==> src/common/dram_mode_pkg.sv <==
// constants for the mode register six and parity/crc status block
// assumes one command clock; command pins already sampled on it
// Function
// a detected write crc error sets the crc error flag to 1
// crc error flag holds until cleared by a mode register set
// parity checking is off by default; nonzero latency turns it on
// with parity on, a command runs only after its parity is found good
// even parity covers act, ras, cas, we, address, bank and bank group
// clock enable, termination control and chip select are left out of parity
// mode register set loads register six from bank group, bank and address pins
// controller holds ras, cas and we low for a mode register set
// controller writes zero to bits 21 and 17
// bits 12:10 give column delay 4 to 8 clocks; codes above 4 reserved
// controller programs column delay to suit the operating frequency
// same group column commands accepted at max of 4 clocks or programmed delay; code checks only against the last accepted column command
// controller keeps receive equalization bits 13, 9, 8 at 000
// controller sets calibration enable bit 7 when writing bits 6:0
// bit 6 picks reference range one or two
// bits 5:0 pick one of fifty reference steps
// reference may be shown on a low data line for evaluation
// controller owns reference calibration through writes and reads
// latency codes 1 to 3 give 4 to 6 clocks; 0 off; others reserved
// non-persistent mode stops checking while parity flag set
// parity error sets flag; it holds until a mode register set clears it
// select code 110 on bits 20:18 addresses register six; 111 unused
package dram_mode_pkg;
    // command word layout
    localparam int CMD_W      = 23;
    localparam int CMD_ACT    = 22;
    localparam int CMD_RAS    = 21;
    localparam int CMD_CAS    = 20;
    localparam int CMD_WE     = 19;
    localparam int CMD_BG_HI  = 18;
    localparam int CMD_BG_LO  = 17;
    localparam int CMD_SEL_LO = 15;
    localparam int CMD_A17    = 14;
    localparam int CMD_A_HI   = 13;
    // mode register layout
    localparam int MR_W       = 22;
    localparam logic [21:0] REG_SIX_RESET = 22'h000000;
    localparam logic [2:0]  SEL_FIFTH     = 3'h5;
    localparam logic [2:0]  SEL_SIX       = 3'h6;
    localparam int CCD_HI     = 12;
    localparam int CCD_LO     = 10;
    localparam int EQ_TOP     = 13;
    localparam int EQ_MID     = 9;
    localparam int EQ_LOW     = 8;
    localparam int CAL_EN     = 7;
    localparam int CAL_RANGE  = 6;
    localparam int VAL_HI     = 5;
    localparam logic [5:0] VREF_STEPS = 6'h32;
    localparam logic [3:0] CCD_BASE   = 4'h4;
    localparam logic [2:0] CCD_TOP    = 3'h4;
    localparam logic [3:0] CCD_RESVD  = 4'h8;
    // fifth register fields
    localparam int PL_HI      = 2;
    localparam int CRC_STAT   = 3;
    localparam int PAR_STAT   = 4;
    localparam int PERSIST    = 9;
    localparam logic [2:0] PL_TOP  = 3'h3;
    localparam logic [2:0] PL_BASE = 3'h3;
    localparam int LAT_W      = 3;
    localparam int LAT_MAX    = 6;
endpackage : dram_mode_pkg

==> src/common/cmd_pipe_if.sv <==
// carrier between the status block and its parity delay line
// assumes both ends run on the command clock
`timescale 1ns/1ps
`default_nettype none
interface cmd_pipe_if;
    logic                             inValid;
    logic [dram_mode_pkg::CMD_W-1:0] inCmd;
    logic                             inParity;
    logic [dram_mode_pkg::LAT_W-1:0] latency;
    logic                             outValid;
    logic [dram_mode_pkg::CMD_W-1:0] outCmd;
    logic                             outParityErr;
    modport src  (output inValid, inCmd, inParity, latency,
                  input outValid, outCmd, outParityErr);
    modport sink (input inValid, inCmd, inParity, latency,
                  output outValid, outCmd, outParityErr);
endinterface : cmd_pipe_if
`default_nettype wire

==> src/hdl/cmd_parity_pipe.sv <==
// parity computation and latency delay line for received commands
// assumes latency is 0 or between 4 and DEPTH while commands flow
`timescale 1ns/1ps
`default_nettype none
module cmd_parity_pipe #(
    parameter int DEPTH = dram_mode_pkg::LAT_MAX
) (
    // clock and reset
    input wire logic clock,
    input wire logic rst_b,
    // command stream
    cmd_pipe_if.sink pipe
);
    if (DEPTH < dram_mode_pkg::LAT_MAX) begin : g_depth_check
        $error("delay line shorter than largest parity latency");
    end

    logic [DEPTH:1]                  valQ;
    logic [DEPTH:1]                  valD;
    logic [DEPTH:1]                  errQ;
    logic [DEPTH:1]                  errD;
    logic [dram_mode_pkg::CMD_W-1:0] cmdQ [1:DEPTH];
    logic [dram_mode_pkg::CMD_W-1:0] cmdD [1:DEPTH];
    logic                            inErr;
    int                              tap;

    // even parity over the command word only; no chip select in it
    assign inErr = ^{pipe.inCmd, pipe.inParity};

    // shift one stage per clock; a stage empties once delivered so no command runs twice
    always_comb begin
        valD[1] = pipe.inValid && tap != 0;
        errD[1] = inErr;
        cmdD[1] = pipe.inCmd;
        for (int i = 2; i <= DEPTH; i++) begin
            valD[i] = valQ[i-1] && (i - 1 != tap);
            errD[i] = errQ[i-1];
            cmdD[i] = cmdQ[i-1];
        end
    end

    always_ff @(posedge clock or negedge rst_b) begin
        if (!rst_b) begin
            valQ <= '0;
            errQ <= '0;
            for (int i = 1; i <= DEPTH; i++) begin
                cmdQ[i] <= '0;
            end
        end else begin
            valQ <= valD;
            errQ <= errD;
            cmdQ <= cmdD;
        end
    end

    // tap select; zero latency passes straight through
    always_comb begin
        tap = (int'(pipe.latency) > DEPTH) ? DEPTH : int'(pipe.latency);
        if (tap == 0) begin
            pipe.outValid     = pipe.inValid;
            pipe.outParityErr = inErr;
            pipe.outCmd       = pipe.inCmd;
        end else begin
            pipe.outValid     = valQ[tap];
            pipe.outParityErr = errQ[tap];
            pipe.outCmd       = cmdQ[tap];
        end
    end
endmodule : cmd_parity_pipe
`default_nettype wire

==> src/hdl/dram_mode_six_and_parity_status.sv <==
// mode register six decode, parity check gate and error status flags
// assumes command pins sampled on clock; one command per clock at most
`timescale 1ns/1ps
`default_nettype none
module dram_mode_six_and_parity_status (
    // clock and reset
    input  wire logic        clock,
    input  wire logic        rst_b,
    // command and address pins
    input  wire logic        csB,
    input  wire logic        actB,
    input  wire logic        rasB,
    input  wire logic        casB,
    input  wire logic        weB,
    input  wire logic [1:0]  bankGroup,
    input  wire logic [1:0]  bankAddr,
    input  wire logic        addr17,
    input  wire logic [13:0] addr,
    input  wire logic        cmdAddrParityInput,
    // write crc checker event
    input  wire logic        writeCrcError,
    // command execution
    output logic             cmdExecute,
    output logic             parityErrorPulse,
    output logic             columnCmdAccept,
    output logic             columnCmdTooEarly,
    // status
    output logic             crcErrorStatus,
    output logic             parityErrorStatus,
    output logic             parityEnabled,
    output logic             parityPersistent,
    output logic [2:0]       parityLatency,
    // register six fields
    output logic [21:0]      columnDelayAndReferenceCal_q,
    output logic [3:0]       sameGroupColumnDelay,
    output logic [2:0]       receiveEqualizationField,
    output logic             vrefCalEnable,
    output logic             vrefRange,
    output logic [5:0]       vrefValue,
    output logic             vrefValueLegal,
    output logic             vrefMonitorEnable
);
    cmd_pipe_if pipe ();

    logic [21:0] regSixD;
    logic [2:0]  plCode_q;
    logic [2:0]  plCode_d;
    logic        persist_q;
    logic        persist_d;
    logic        crc_q;
    logic        crc_d;
    logic        par_q;
    logic        par_d;
    logic [3:0]  gap_q;
    logic [3:0]  gap_d;
    logic        haveCol_q;
    logic        haveCol_d;
    logic [1:0]  lastBg_q;
    logic [1:0]  lastBg_d;
    logic [22:0] oc;
    logic [21:0] loadVal;
    logic [2:0]  mrSel;
    logic        isMrs;
    logic        isCol;
    logic        checkActive;
    logic        mrs5;
    logic        mrs6;
    logic        colCand;
    logic [2:0]  ccdCode;

    // commands enter the delay line whenever chip select is low and parity latency is nonzero
    assign pipe.inValid  = !csB;
    assign pipe.inCmd    = {actB, rasB, casB, weB, bankGroup, bankAddr, addr17, addr};
    assign pipe.inParity = cmdAddrParityInput;
    assign pipe.latency  = parityEnabled ? 3'(plCode_q + dram_mode_pkg::PL_BASE) : 3'h0;

    cmd_parity_pipe #(
        .DEPTH (dram_mode_pkg::LAT_MAX)
    ) u_pipe (
        .clock (clock),
        .rst_b (rst_b),
        .pipe  (pipe)
    );

    // decode of the command leaving the delay line
    assign oc      = pipe.outCmd;
    assign isMrs   = oc[dram_mode_pkg::CMD_ACT] && !oc[dram_mode_pkg::CMD_RAS]
                     && !oc[dram_mode_pkg::CMD_CAS] && !oc[dram_mode_pkg::CMD_WE];
    assign isCol   = oc[dram_mode_pkg::CMD_ACT] && oc[dram_mode_pkg::CMD_RAS]
                     && !oc[dram_mode_pkg::CMD_CAS];
    assign mrSel   = oc[dram_mode_pkg::CMD_BG_LO:dram_mode_pkg::CMD_SEL_LO];
    assign loadVal = {oc[dram_mode_pkg::CMD_BG_HI:dram_mode_pkg::CMD_A17], 3'h0,
                      oc[dram_mode_pkg::CMD_A_HI:0]};

    // parity gate: off, persistent, or paused by a set flag
    assign parityEnabled    = plCode_q != 3'h0 && plCode_q <= dram_mode_pkg::PL_TOP;
    assign parityPersistent = persist_q;
    assign parityLatency    = pipe.latency;
    assign checkActive      = parityEnabled && (persist_q || !par_q);
    assign parityErrorPulse = pipe.outValid && pipe.outParityErr && checkActive;
    assign cmdExecute       = pipe.outValid && !parityErrorPulse;
    assign mrs5 = cmdExecute && isMrs && mrSel == dram_mode_pkg::SEL_FIFTH;
    assign mrs6 = cmdExecute && isMrs && mrSel == dram_mode_pkg::SEL_SIX;

    // same group column spacing check
    assign ccdCode = columnDelayAndReferenceCal_q[dram_mode_pkg::CCD_HI:dram_mode_pkg::CCD_LO];
    assign sameGroupColumnDelay = (ccdCode > dram_mode_pkg::CCD_TOP) ? dram_mode_pkg::CCD_RESVD
                                  : dram_mode_pkg::CCD_BASE + {1'b0, ccdCode};
    assign colCand = cmdExecute && isCol;
    assign columnCmdTooEarly = colCand && haveCol_q && gap_q < sameGroupColumnDelay
                               && oc[dram_mode_pkg::CMD_BG_HI:dram_mode_pkg::CMD_BG_LO]
                                  == lastBg_q;
    assign columnCmdAccept = colCand && !columnCmdTooEarly;

    // next state of registers, flags and spacing tracker
    always_comb begin
        regSixD   = columnDelayAndReferenceCal_q;
        plCode_d  = plCode_q;
        persist_d = persist_q;
        crc_d     = crc_q;
        par_d     = par_q;
        gap_d     = (gap_q == 4'hf) ? gap_q : gap_q + 4'h1;
        haveCol_d = haveCol_q;
        lastBg_d  = lastBg_q;
        if (mrs6) begin
            regSixD = loadVal;
        end
        if (mrs5) begin
            plCode_d  = loadVal[dram_mode_pkg::PL_HI:0];
            persist_d = loadVal[dram_mode_pkg::PERSIST];
            if (!loadVal[dram_mode_pkg::CRC_STAT]) begin
                crc_d = 1'b0;
            end
            if (!loadVal[dram_mode_pkg::PAR_STAT]) begin
                par_d = 1'b0;
            end
        end
        if (writeCrcError) begin
            crc_d = 1'b1;
        end
        if (parityErrorPulse) begin
            par_d = 1'b1;
        end
        if (columnCmdAccept) begin
            gap_d     = 4'h1;
            haveCol_d = 1'b1;
            lastBg_d  = oc[dram_mode_pkg::CMD_BG_HI:dram_mode_pkg::CMD_BG_LO];
        end
    end

    always_ff @(posedge clock or negedge rst_b) begin
        if (!rst_b) begin
            columnDelayAndReferenceCal_q <= dram_mode_pkg::REG_SIX_RESET;
            plCode_q  <= 3'h0;
            persist_q <= 1'b0;
            crc_q     <= 1'b0;
            par_q     <= 1'b0;
            gap_q     <= 4'hf;
            haveCol_q <= 1'b0;
            lastBg_q  <= 2'h0;
        end else begin
            columnDelayAndReferenceCal_q <= regSixD;
            plCode_q  <= plCode_d;
            persist_q <= persist_d;
            crc_q     <= crc_d;
            par_q     <= par_d;
            gap_q     <= gap_d;
            haveCol_q <= haveCol_d;
            lastBg_q  <= lastBg_d;
        end
    end

    // status flag and register six field outputs
    assign crcErrorStatus    = crc_q;
    assign parityErrorStatus = par_q;
    assign receiveEqualizationField = {columnDelayAndReferenceCal_q[dram_mode_pkg::EQ_TOP],
                                       columnDelayAndReferenceCal_q[dram_mode_pkg::EQ_MID],
                                       columnDelayAndReferenceCal_q[dram_mode_pkg::EQ_LOW]};
    assign vrefCalEnable     = columnDelayAndReferenceCal_q[dram_mode_pkg::CAL_EN];
    assign vrefRange         = columnDelayAndReferenceCal_q[dram_mode_pkg::CAL_RANGE];
    assign vrefValue         = columnDelayAndReferenceCal_q[dram_mode_pkg::VAL_HI:0];
    assign vrefValueLegal    = vrefValue < dram_mode_pkg::VREF_STEPS;
    assign vrefMonitorEnable = vrefCalEnable;
endmodule : dram_mode_six_and_parity_status
`default_nettype wire

==> config.mk <==
export PLATFORM = sky130hd
export DESIGN_NAME = dram_mode_six_and_parity_status
export DESIGN_NICKNAME = d
export VERILOG_FILES = /design/src/common/dram_mode_pkg.sv /design/src/common/cmd_pipe_if.sv /design/src/hdl/cmd_parity_pipe.sv /design/src/hdl/dram_mode_six_and_parity_status.sv
export SDC_FILE = /design/constraint.sdc
export NUM_CORES = 1
export LEC_CHECK = 0
export BUFFER_PORTS_ARGS = -buffer_cell sky130_fd_sc_hd__clkbuf_2
export CORE_MARGIN = 5
export CORE_UTILIZATION = 40
export CTS_CLUSTER_SIZE = 10
export DETAILED_ROUTE_END_ITERATION = 6
export PLACE_DENSITY = 0.62
export SYNTH_ARGS = -nofsm -noshare
export SYNTH_HDL_FRONTEND = slang
export SYNTH_SLANG_ARGS = --single-unit
export TNS_END_PERCENT = 20
==> constraint.sdc <==
create_clock -name clock -period 6.6 [get_ports clock]
set_clock_uncertainty 0.1 [all_clocks]
set_input_delay 0.66 -clock clock [delete_from_list [all_inputs] [get_ports clock]]
set_output_delay 0.66 -clock clock [all_outputs]
set_load 0.01 [all_outputs]
==> metrics, run 1 <==
leading cell types by count after synthesis=dfrtp_1, nand2_1, o21ai_0; setup_tns=0 ns; post-DP HPWL=12000 um; Routed Wire Length=18200 um; DR vias=4849; clock-pin slew on the worst setup and hold paths=0.07 ns; post-synth top area share=61.5%; share of layout cells above drive strength 1=24.3%; antenna violations before repair=0; hold-fix buffer count after cts=0; overall fraction of global-route tracks in use=18.3%; layer carrying the most global-route usage=met2; worst rel slew slack=28.6%; min-delay worst type=in2async; setup repair after global routing missed its margin=false; class of the most critical setup path=reg2out; Setup Fix Bufs, Post-CTS=0; FF-to-FF End=plCode_q[1]; count of antenna diodes in the layout=0; number of cells traversed by the worst register-to-register path=11; clock network latency to the later pin of the worst-skew pair=0.43 ns; worst path arrival time=4.75 ns; Post-Synth Adder-Cell Area=1.21%; kind of start point of the critical path=flip-flop; beginning of the worst register-to-register path=plCode_q[0]; first-pass GRT wire length=28800 um; compound-cell area share of the yosys netlist=13.5%; Starting Density=40.4%; met3 track utilization from global routing=3.70%; clock sink count=182; Die Outline Area=0.0209 sq mm; maximum achievable frequency=181 MHz; count of pins on the block boundary=78; critical path required time=5.84 ns; DRT Pass-1 Iters=5; met2 routing resource usage after global routing=27.2%; total clock buffers created by CTS=17; number of warnings issued by yosys=0; Max-cap violations=0; result of the run=completed; main area contributors after synthesis=dfrtp_1, mux2_2, xnor2_1, o21ai_0, nand2_1; xor and xnor fraction of the mapped netlist area=3.09%; residual DRC count=0; count leader, synth=dfrtp_1; IO Port Bufs=74; Post-Synthesis Cells=563; final slew viol count=0; Net count, final=656; core outline area=0.0179 sq mm; fraction of registers with async set or reset after synthesis=100%; gr ovfl total=0; deepest clock path buffer count=2; post-route fraction of the period consumed by the critical path=83.5%; proportion of synthesized area in mux cells=5.48%; Post-synth EDFFs=0; cts repair resizes=0; flop2flop setup slack=1.68 ns; Post-Place Setup Slack=1.57 ns; Rows=49; Post-synth top flop=dfrtp_1; final hold violations=0; post-synthesis sequential area ratio=63.0%; final RePlAce weighted congestion=0.860; H-tree levels=4; fill count=1618; CTS tree=yes; combinational family with the most area after synthesis=compound AO/OA/AOI/OAI gates; post-detailed-route count of antenna-violating nets=0; Iteration-0 DRC Markers=410; mean area per synthesized cell=12.9 sq um; growth of design area from synthesis to finish=14.8%; Die Span X=145 um; routed length per placed instance=21.1 um; count of state elements after synthesis=182; simple logic cell fraction of the synthesized area=9.04%; final critical-path required period=5.51 ns; post-synth top area cell=dfrtp_1; slew at the pin with the worst max-slew slack=1.07 ns; count of different cell masters after synthesis=68; Cell Pwr Density=469 mW/mm^2; Vert. Die Dim=145 um; VDD IR-drop max=279 uV; global-route track usage on met1=27.1%; Syn Std Cell Area=0.00724 sq mm; maximum number of pins on one net before global-route repair=112; vias per std cell=5.62; Worst Hold Margin=0.276 ns; maximum net fanout on the critical path=24; leakage power of the design=3.76 nW; number of global-route vias before repair=4988; final-report setup violation count=0; Worst setup EP type=primary output; worst path setup slack after routing=1.09 ns; core occupancy in the finished layout=46.4%; cell at the root of the clock tree=clkbuf_16
## cells by family (layout without fill, tap and decap cells)
group	Yosys count	in the layout
buffers and inverters	60	129
DFF	182	182
muxes	35	35
adders and majority gates	7	7
other	1	3
AOI/OAI and AO/OA	135	135
xor gates and xnor gates	24	24
and+or+nand+nor	119	119
## layer usage
layer / up-vias / share of wire (%)
met5: - / 0
met4: 0 / 2.0
met3: 28 / 5.9
met2: 201 / 45
met1: 2493 / 47
li1: 2127 / -
## how the worst max path moves through the flow
stage	start	end	slack [ns]	cells after the start
finish	plCode_q[0]	columnCmdAccept	1.09	12
global placement	plCode_q[0]	columnCmdAccept	1.81	12
global route	plCode_q[0]	columnCmdAccept	0.71	12
CTS	plCode_q[0]	columnCmdAccept	1.11	12
detailed placement	plCode_q[0]	columnCmdAccept	1.57	12
floorplan	plCode_q[0]	columnCmdAccept	3.09	13
## critical path, stage by stage, from the launching register on
cell	delay, ns
dfrtp_1	0.54
inv_1	0.15
ha_1	0.60
nor3_1	0.48
nand2_1	0.61
inv_1	0.24
buf_4	0.38
a211oi_1	0.08
a211oi_1	0.41
o32ai_2	0.21
and3b_1	0.32
and2_1	0.17
clkbuf_2	0.12
## stage by stage
step / total power, W / cells / cell area (sq um)
after floorplan: 0.00240 / 565 / 7250
after global placement: 0.00283 / 831 / 7700
after detailed placement: 0.00285 / 831 / 7700
after CTS: 0.00391 / 863 / 8310
after global routing: 0.00410 / 863 / 8310
final: 0.00390 / 863 / 8310
## layout by cell type (no fill, tap or decap), drive strengths merged, types with 4 or more instances in the layout
cell type,synthesis,routed
dfrtp,178,178
clkbuf,13,94
nand2,38,38
o21ai,31,31
mux2,22,22
xnor2,20,20
a21oi,18,18
nand3,18,18
inv,14,18
a221oi,15,15
a22oi,14,14
nor2,14,14
mux2i,13,13
nor2b,8,8
o211ai,8,8
buf,31,8
a211oi,8,8
nor3,7,7
ha,7,7
a31oi,6,6
clkinv,2,6
a32oi,6,6
and2,5,5
or3,4,4
and3,4,4
and3b,4,4
dfstp,4,4
## area by class of cell
class                   count  area, sq um  area share [%]
flip-flops and latches    182         4560            54.8
multi-input cells         323         2360            28.4
clock buffers              21          450            5.42
repair buffers             81          429            5.16
well taps                 229          287            3.45
clock inverters            11          165            1.99
inverters                  16         65.1           0.783
## where the power goes
group / internal, W / total (W) / switching, W
registers: 0.00127 / 0.00139 / 0.000121
logic: 0.000527 / 0.00145 / 0.000924
clock network: 0.000617 / 0.00105 / 0.000436
total: 0.00242 / 0.00390 / 0.00148
## registers in the layout, indices dropped and copies added (netlist names)
| register | cells |
|---|---|
| u_pipe.valQ | 6 |
| u_pipe.cmdQ | 23 |
| columnDelayAndReferenceCal_q | 19 |
| haveCol_q | 1 |
| lastBg_q | 2 |
| parityPersistent | 1 |
| parityErrorStatus | 1 |
| u_pipe.cmdD | 115 |
| u_pipe.errQ | 6 |
| crcErrorStatus | 1 |
| gap_q | 4 |
| plCode_q | 3 |
No activity file was read; power rests on OpenSTA's default activity.
==> run 2: changes to the inputs <==
- PLACE_DENSITY: 0.62 -> 0.64
- clock period: 6.6 -> 4.6 ns (I/O delays scaled with it)
==> run 2 against run 1 <==
Clock power is 31% higher. Total power is 42% higher. Via count is 0.35% higher. Critical path depth is 1 lower. Worst hold slack worse by 0.23 ns. Combinational power is 49% higher. Non-clock buffer count is 12 higher. Sequential share of layout area is 0.29 points lower. Final cell count is 1.0% higher. Sequential cell count stayed put. Sequential power is 44% higher. First-iteration DRC count is 0.73% higher.
==> metrics, run 2 (synthesized netlist as in run 1, its figures left out) <==
H-tree levels=4 (unchanged); min-delay worst type=in2async (unchanged); overall power after layout=0.00554 W (was 0.00390 W); slew at the pin with the worst max-slew slack=1.02 ns (was 1.07 ns); IO Port Bufs=74 (unchanged); core occupancy in the finished layout=46.7% (was 46.4%); first-pass GRT wire length=29300 um (was 28800 um); core outline area=0.0179 sq mm (unchanged); final RePlAce weighted congestion=0.914 (was 0.860); beginning of the worst register-to-register path=plCode_q[0] (unchanged); final slew viol count=0 (unchanged); cell at the root of the clock tree=clkbuf_16 (unchanged); gr ovfl total=0 (unchanged); result of the run=completed (unchanged); layer carrying the most global-route usage=met2 (unchanged); Worst setup EP type=primary output (unchanged); Vert. Die Dim=145 um (unchanged); leakage power of the design=3.77 nW (was 3.76 nW); number of cells traversed by the worst register-to-register path=11 (unchanged); Starting Density=40.4% (unchanged); count of pins on the block boundary=78 (unchanged); Cell Pwr Density=663 mW/mm^2 (was 469 mW/mm^2); count of antenna diodes in the layout=0 (unchanged); met3 track utilization from global routing=4.37% (was 3.70%); CTS tree=yes (unchanged); commonest cells after routing, fill and taps aside=dfrtp_1, clkbuf_2, nand2_1 (unchanged); final critical-path required period=4.28 ns; total clock buffers created by CTS=17 (unchanged); maximum number of pins on one net before global-route repair=113 (was 112); clock network latency to the later pin of the worst-skew pair=0.43 ns (about the same); routed length per placed instance=21.1 um (about the same); Rows=49 (unchanged); Max-cap violations=0 (unchanged); worst rel slew slack=32.2% (was 28.6%); DR vias=4866 (was 4849); number of global-route vias before repair=5063 (was 4988); maximum achievable frequency=234 MHz; worst path arrival time=3.72 ns (was 4.75 ns); share of layout cells above drive strength 1=26.1% (was 24.3%); met2 routing resource usage after global routing=29.5% (was 27.2%); setup_tns=0 ns (unchanged); antenna violations before repair=0 (unchanged); critical path required time=4.04 ns (was 5.84 ns); final std cells w/o fill=872 (was 863); kind of start point of the critical path=flip-flop (unchanged); deepest clock path buffer count=2 (unchanged); number of flip-flops under the largest register name=115 (unchanged); final hold violations=0 (unchanged); DRT Pass-1 Iters=5 (unchanged); delay of the slowest critical-path stage=0.54 ns (was 0.61 ns); Net count, final=668 (was 656); worst-path cell chain=inv_1 > ha_2 > nor4b_4 > buf_4 > a211o_1 > a221oi_1 > a211oi_1 > o32ai_2 > and3b_1 > and2_1 > clkbuf_2 (was inv_1 > ha_1 > nor3_1 > nand2_1 > inv_1 > buf_4 > a211oi_1 > a211oi_1 > o32ai_2 > and3b_1 > and2_1 > clkbuf_2); Routed Wire Length=18400 um (was 18200 um); FF-to-FF End=columnDelayAndReferenceCal_q[21] (was plCode_q[1]); vias per std cell=5.58 (was 5.62); commonest non-fill, non-tap cell in the layout=dfrtp_1 (unchanged); Die Span X=145 um (unchanged); final-report setup violation count=0 (unchanged); growth of design area from synthesis to finish=15.4% (was 14.8%); slowest stage cell on the critical path=dfrtp_1 (was nand2_1); VDD IR-drop max=444 uV (was 279 uV); setup repair after global routing missed its margin=false (unchanged); post-DP HPWL=12500 um (was 12000 um); clock sink count=182 (unchanged); Iteration-0 DRC Markers=413 (was 410); residual DRC count=0 (unchanged); global-route track usage on met1=26.0% (was 27.1%); clock-pin slew on the worst setup and hold paths=0.07 ns (about the same); Die Outline Area=0.0209 sq mm (unchanged); overall fraction of global-route tracks in use=18.5% (was 18.3%); class of the most critical setup path=reg2out (unchanged); post-route fraction of the period consumed by the critical path=93.1%; flop2flop setup slack=0.78 ns (was 1.68 ns); maximum net fanout on the critical path=19 (was 24); post-detailed-route count of antenna-violating nets=0 (unchanged); cell count after placement=843 (was 831); fill count=1622 (was 1618)
run 2: power breakdown:
part	total [W]	switching, W	leakage [nW]	internal [W]
logic	0.00216	0.00134	1.35	0.000817
registers	0.00200	0.000176	2.16	0.00183
clock network	0.00138	0.000620	0.262	0.000764
total	0.00554	0.00214	3.77	0.00341
run 2: worst max path at each step:
stage / to / from / depth (start not counted) / slack (ns)
floorplan: columnCmdAccept / plCode_q[0] / 13 / 1.29
global placement: columnCmdAccept / plCode_q[0] / 10 / 0.72
detailed placement: columnCmdAccept / plCode_q[0] / 10 / 0.67
CTS: columnCmdAccept / plCode_q[0] / 10 / 0.19
global route: columnCmdAccept / plCode_q[0] / 11 / 0.08
finish: columnCmdAccept / plCode_q[0] / 11 / 0.32
run 2: metrics by stage:
stage                     setup slack, ns  area (sq um)  hold slack (ns)
after floorplan                      1.29          7250           0.0644
after global placement              0.717          7790            0.255
after detailed placement            0.667          7790            0.256
after CTS                           0.185          8350           0.0714
after global routing               0.0780          8360           0.0748
final                               0.318          8360           0.0470
run 2: worst max-delay path, delay by kind of cell (launching register included):
kind | cells | cell delay [ns]
AOI/OAI and AO/OA | 4 | 0.80
adders and majority gates | 1 | 0.48
buffers and inverters | 3 | 0.62
DFF | 1 | 0.54
and+or+nand+nor | 3 | 0.84
run 2: routing by layer:
metal | share of wire, % | vias to the layer above | wire length [um]
li1 | - | 2157 | -
met3 | 6.3 | 23 | 1160
met5 | 0 | - | 0
met1 | 44 | 2512 | 8150
met4 | 1.5 | 0 | 277
met2 | 48 | 174 | 8840
run 2: final cells by class:
cell class / instances / area [sq um] / area share [%]
Tap cell: 229 / 287 / 3.43
Clock buffer: 18 / 439 / 5.25
Inverter: 16 / 65.1 / 0.778
Clock inverter: 11 / 118 / 1.41
Multi-Input combinational cell: 323 / 2370 / 28.4
Sequential cell: 182 / 4560 / 54.6
Timing Repair Buffer: 93 / 519 / 6.21
run 2: what timing repair did:
item                                    in CTS  in global routing
gates resized for setup                      0                  3
endpoints found under the setup margin       0                  1
hold buffers                                 0                  0
endpoints found under the hold margin        0                  0
buffers inserted                             0                  0
==> run 3: changes to the inputs <==
- BUFFER_PORTS_ARGS: -buffer_cell sky130_fd_sc_hd__clkbuf_2 -> -buffer_cell sky130_fd_sc_hd__buf_2
- HOLD_SLACK_MARGIN: unset -> 0.15
- PLACE_DENSITY: 0.64 -> 0.62
- clock period: 4.6 -> 4.1 ns (I/O delays scaled with it)
==> run 3 against run 2 <==
Design area is 5.5% higher. Count of clock-buffer cells in the layout is 2 higher. Critical path depth grew 1. Global-route usage increased by 1.3 points. Setup slack got worse by 0.17 ns. Highest routed layer unchanged.
==> metrics, run 3 (synthesized netlist as in run 1, its figures left out) <==
count of pins on the block boundary=78 (unchanged); first-pass GRT wire length=31000 um (was 29300 um); critical path required time=3.59 ns (was 4.04 ns); Post-Place Setup Slack=0.0626 ns (was 0.667 ns); final RePlAce weighted congestion=0.912 (was 0.914); maximum net fanout on the critical path=12 (was 19); leakage power of the design=3.99 nW (was 3.77 nW); count of antenna diodes in the layout=0 (unchanged); VDD IR-drop max=429 uV (was 444 uV); Internal Power=0.00400 W (was 0.00341 W); commonest cells after routing, fill and taps aside=dfrtp_1, buf_2, nand2_1 (was dfrtp_1, clkbuf_2, nand2_1); routed length per placed instance=21.6 um (was 21.1 um); sequential cell area=0.00456 sq mm (about the same); Die Span X=145 um (unchanged); result of the run=completed (unchanged); final slew viol count=0 (unchanged); worst path setup slack after routing=0.150 ns (was 0.318 ns); Worst Hold Endpoint=u_pipe.cmdD[1]; IO Port Bufs=74 (unchanged); CTS tree=yes (unchanged); number of global-route vias before repair=5464 (was 5063); share of layout cells above drive strength 1=27.8% (was 26.1%); FF-to-FF End=columnDelayAndReferenceCal_q[4] (was columnDelayAndReferenceCal_q[21]); core occupancy in the finished layout=49.3% (was 46.7%); final-report setup violation count=0 (unchanged); Iteration-0 DRC Markers=535 (was 413); overall fraction of global-route tracks in use=19.9% (was 18.5%); Worst setup EP type=primary output (unchanged); Routed Wire Length=19800 um (was 18400 um); deepest clock path buffer count=2 (unchanged); DR vias=5132 (was 4866); overall power after layout=0.00650 W (was 0.00554 W); Vert. Die Dim=145 um (unchanged); class of the most critical setup path=reg2out (unchanged); H-tree levels=4 (unchanged); antenna violations before repair=0 (unchanged); Hold Path Depth=0; combinational share of power=40.0% (was 38.9%); min-delay worst type=reg2reg (was in2async); clock network latency to the later pin of the worst-skew pair=0.44 ns (was 0.43 ns); post-detailed-route count of antenna-violating nets=0 (unchanged); final critical-path required period=3.95 ns; post-DP HPWL=13300 um (was 12500 um); combined area of the multi-input logic cells=0.00240 sq mm (was 0.00237 sq mm); fraction of power spent switching nets=38.5% (about the same); worst path arrival time=3.44 ns (was 3.72 ns); worst hold start=u_pipe.cmdD[24]; DRT Pass-1 Iters=5 (unchanged); final hold violations=0 (unchanged); kind of start point of the critical path=flip-flop (unchanged); fill count=1580 (was 1622); Rows=49 (unchanged); vias per std cell=5.60 (was 5.58); part of the total power dissipated in sequential elements=34.6% (was 36.1%); maximum achievable frequency=253 MHz; clock sink count=182 (unchanged); worst setup path startpoint=plCode_q[0] (unchanged); Net count, final=709 (was 668); maximum number of pins on one net before global-route repair=97 (was 113); commonest non-fill, non-tap cell in the layout=dfrtp_1 (unchanged); Starting Density=40.4% (unchanged); Die Outline Area=0.0209 sq mm (unchanged); flop2flop setup slack=0.66 ns (was 0.78 ns); clock-pin slew on the worst setup and hold paths=0.07 ns (about the same); residual DRC count=0 (unchanged); growth of design area from synthesis to finish=21.8% (was 15.4%); Cell Pwr Density=737 mW/mm^2 (was 663 mW/mm^2); Max-cap violations=0 (unchanged); total clock buffers created by CTS=17 (unchanged); core outline area=0.0179 sq mm (unchanged); worst rel slew slack=39.6% (was 32.2%); number of cells traversed by the worst register-to-register path=13 (was 11); beginning of the worst register-to-register path=plCode_q[0] (unchanged); Clk network pwr share=25.3% (was 25.0%); cell at the root of the clock tree=clkbuf_16 (unchanged); switching power=0.00250 W (was 0.00214 W); slew at the pin with the worst max-slew slack=0.906 ns (was 1.02 ns); post-route fraction of the period consumed by the critical path=96.3%; number of flip-flops under the largest register name=115 (unchanged); gr ovfl total=0 (unchanged)
run 3: routing by layer:
metal	part of all wire, %	track usage [%]
met1	43	26.8
met2	47	30.6
met3	7.2	5.79
met4	2.5	7.51
met5	0	0
run 3: worst max-delay path by stage:
stage,to,slack (ns),depth (start not counted)
after floorplan,columnCmdAccept,0.84,13
after global placement,columnCmdAccept,0.25,10
after detailed placement,columnCmdAccept,0.06,10
after CTS,columnCmdAccept,0.009,10
after global routing,columnCmdAccept,-0.02,12
final,columnCmdAccept,0.15,12
run 3: per-stage QoR:
stage / cells / hold slack, ns / instance area (sq um) / setup TNS (ns)
2_1_floorplan: 565 / 0.0144 / 7250 / 0
3_3_place_gp: 848 / 0.254 / 7830 / 0
3_5_place_dp: 848 / 0.255 / 7830 / 0
4_1_cts: 911 / 0.270 / 8730 / 0
5_1_grt: 916 / 0.277 / 8820 / -0.0201
6_report: 916 / 0.269 / 8820 / 0
run 3: worst max-delay path, cell delays in order (launching register included):
cell      delay (ns)
dfrtp_2         0.45
inv_1           0.17
ha_4            0.27
nor4b_4         0.14
buf_4           0.18
buf_4           0.15
a211o_1         0.29
a221oi_1        0.34
a211oi_2        0.11
o32ai_2         0.26
and3b_2         0.36
and2_1          0.15
buf_2           0.13
run 3: layout make-up:
class / instances / area share [%]
multi-input combinational: 323 / 27.3
timing repair buffer: 134 / 10.3
inverter: 16 / 0.823
clock buffer: 20 / 5.07
tap: 229 / 3.25
clock inverter: 12 / 1.60
sequential: 182 / 51.7
run 3: repair_timing:
action	in CTS	in global routing
endpoints found under the hold margin	114	0
pin swaps	1	0
setup endpoints to repair	3	2
hold buffers	26	0
buffers inserted	5	5
resized for setup	5	8
run 3: power by group through the flow:
stage	logic, W	clock network, W	registers (W)
after floorplan	0.00162	0	0.00224
after global placement	0.00237	0	0.00226
after detailed placement	0.00242	0	0.00228
after CTS	0.00251	0.00167	0.00225
after global routing	0.00280	0.00176	0.00228
final	0.00260	0.00165	0.00225
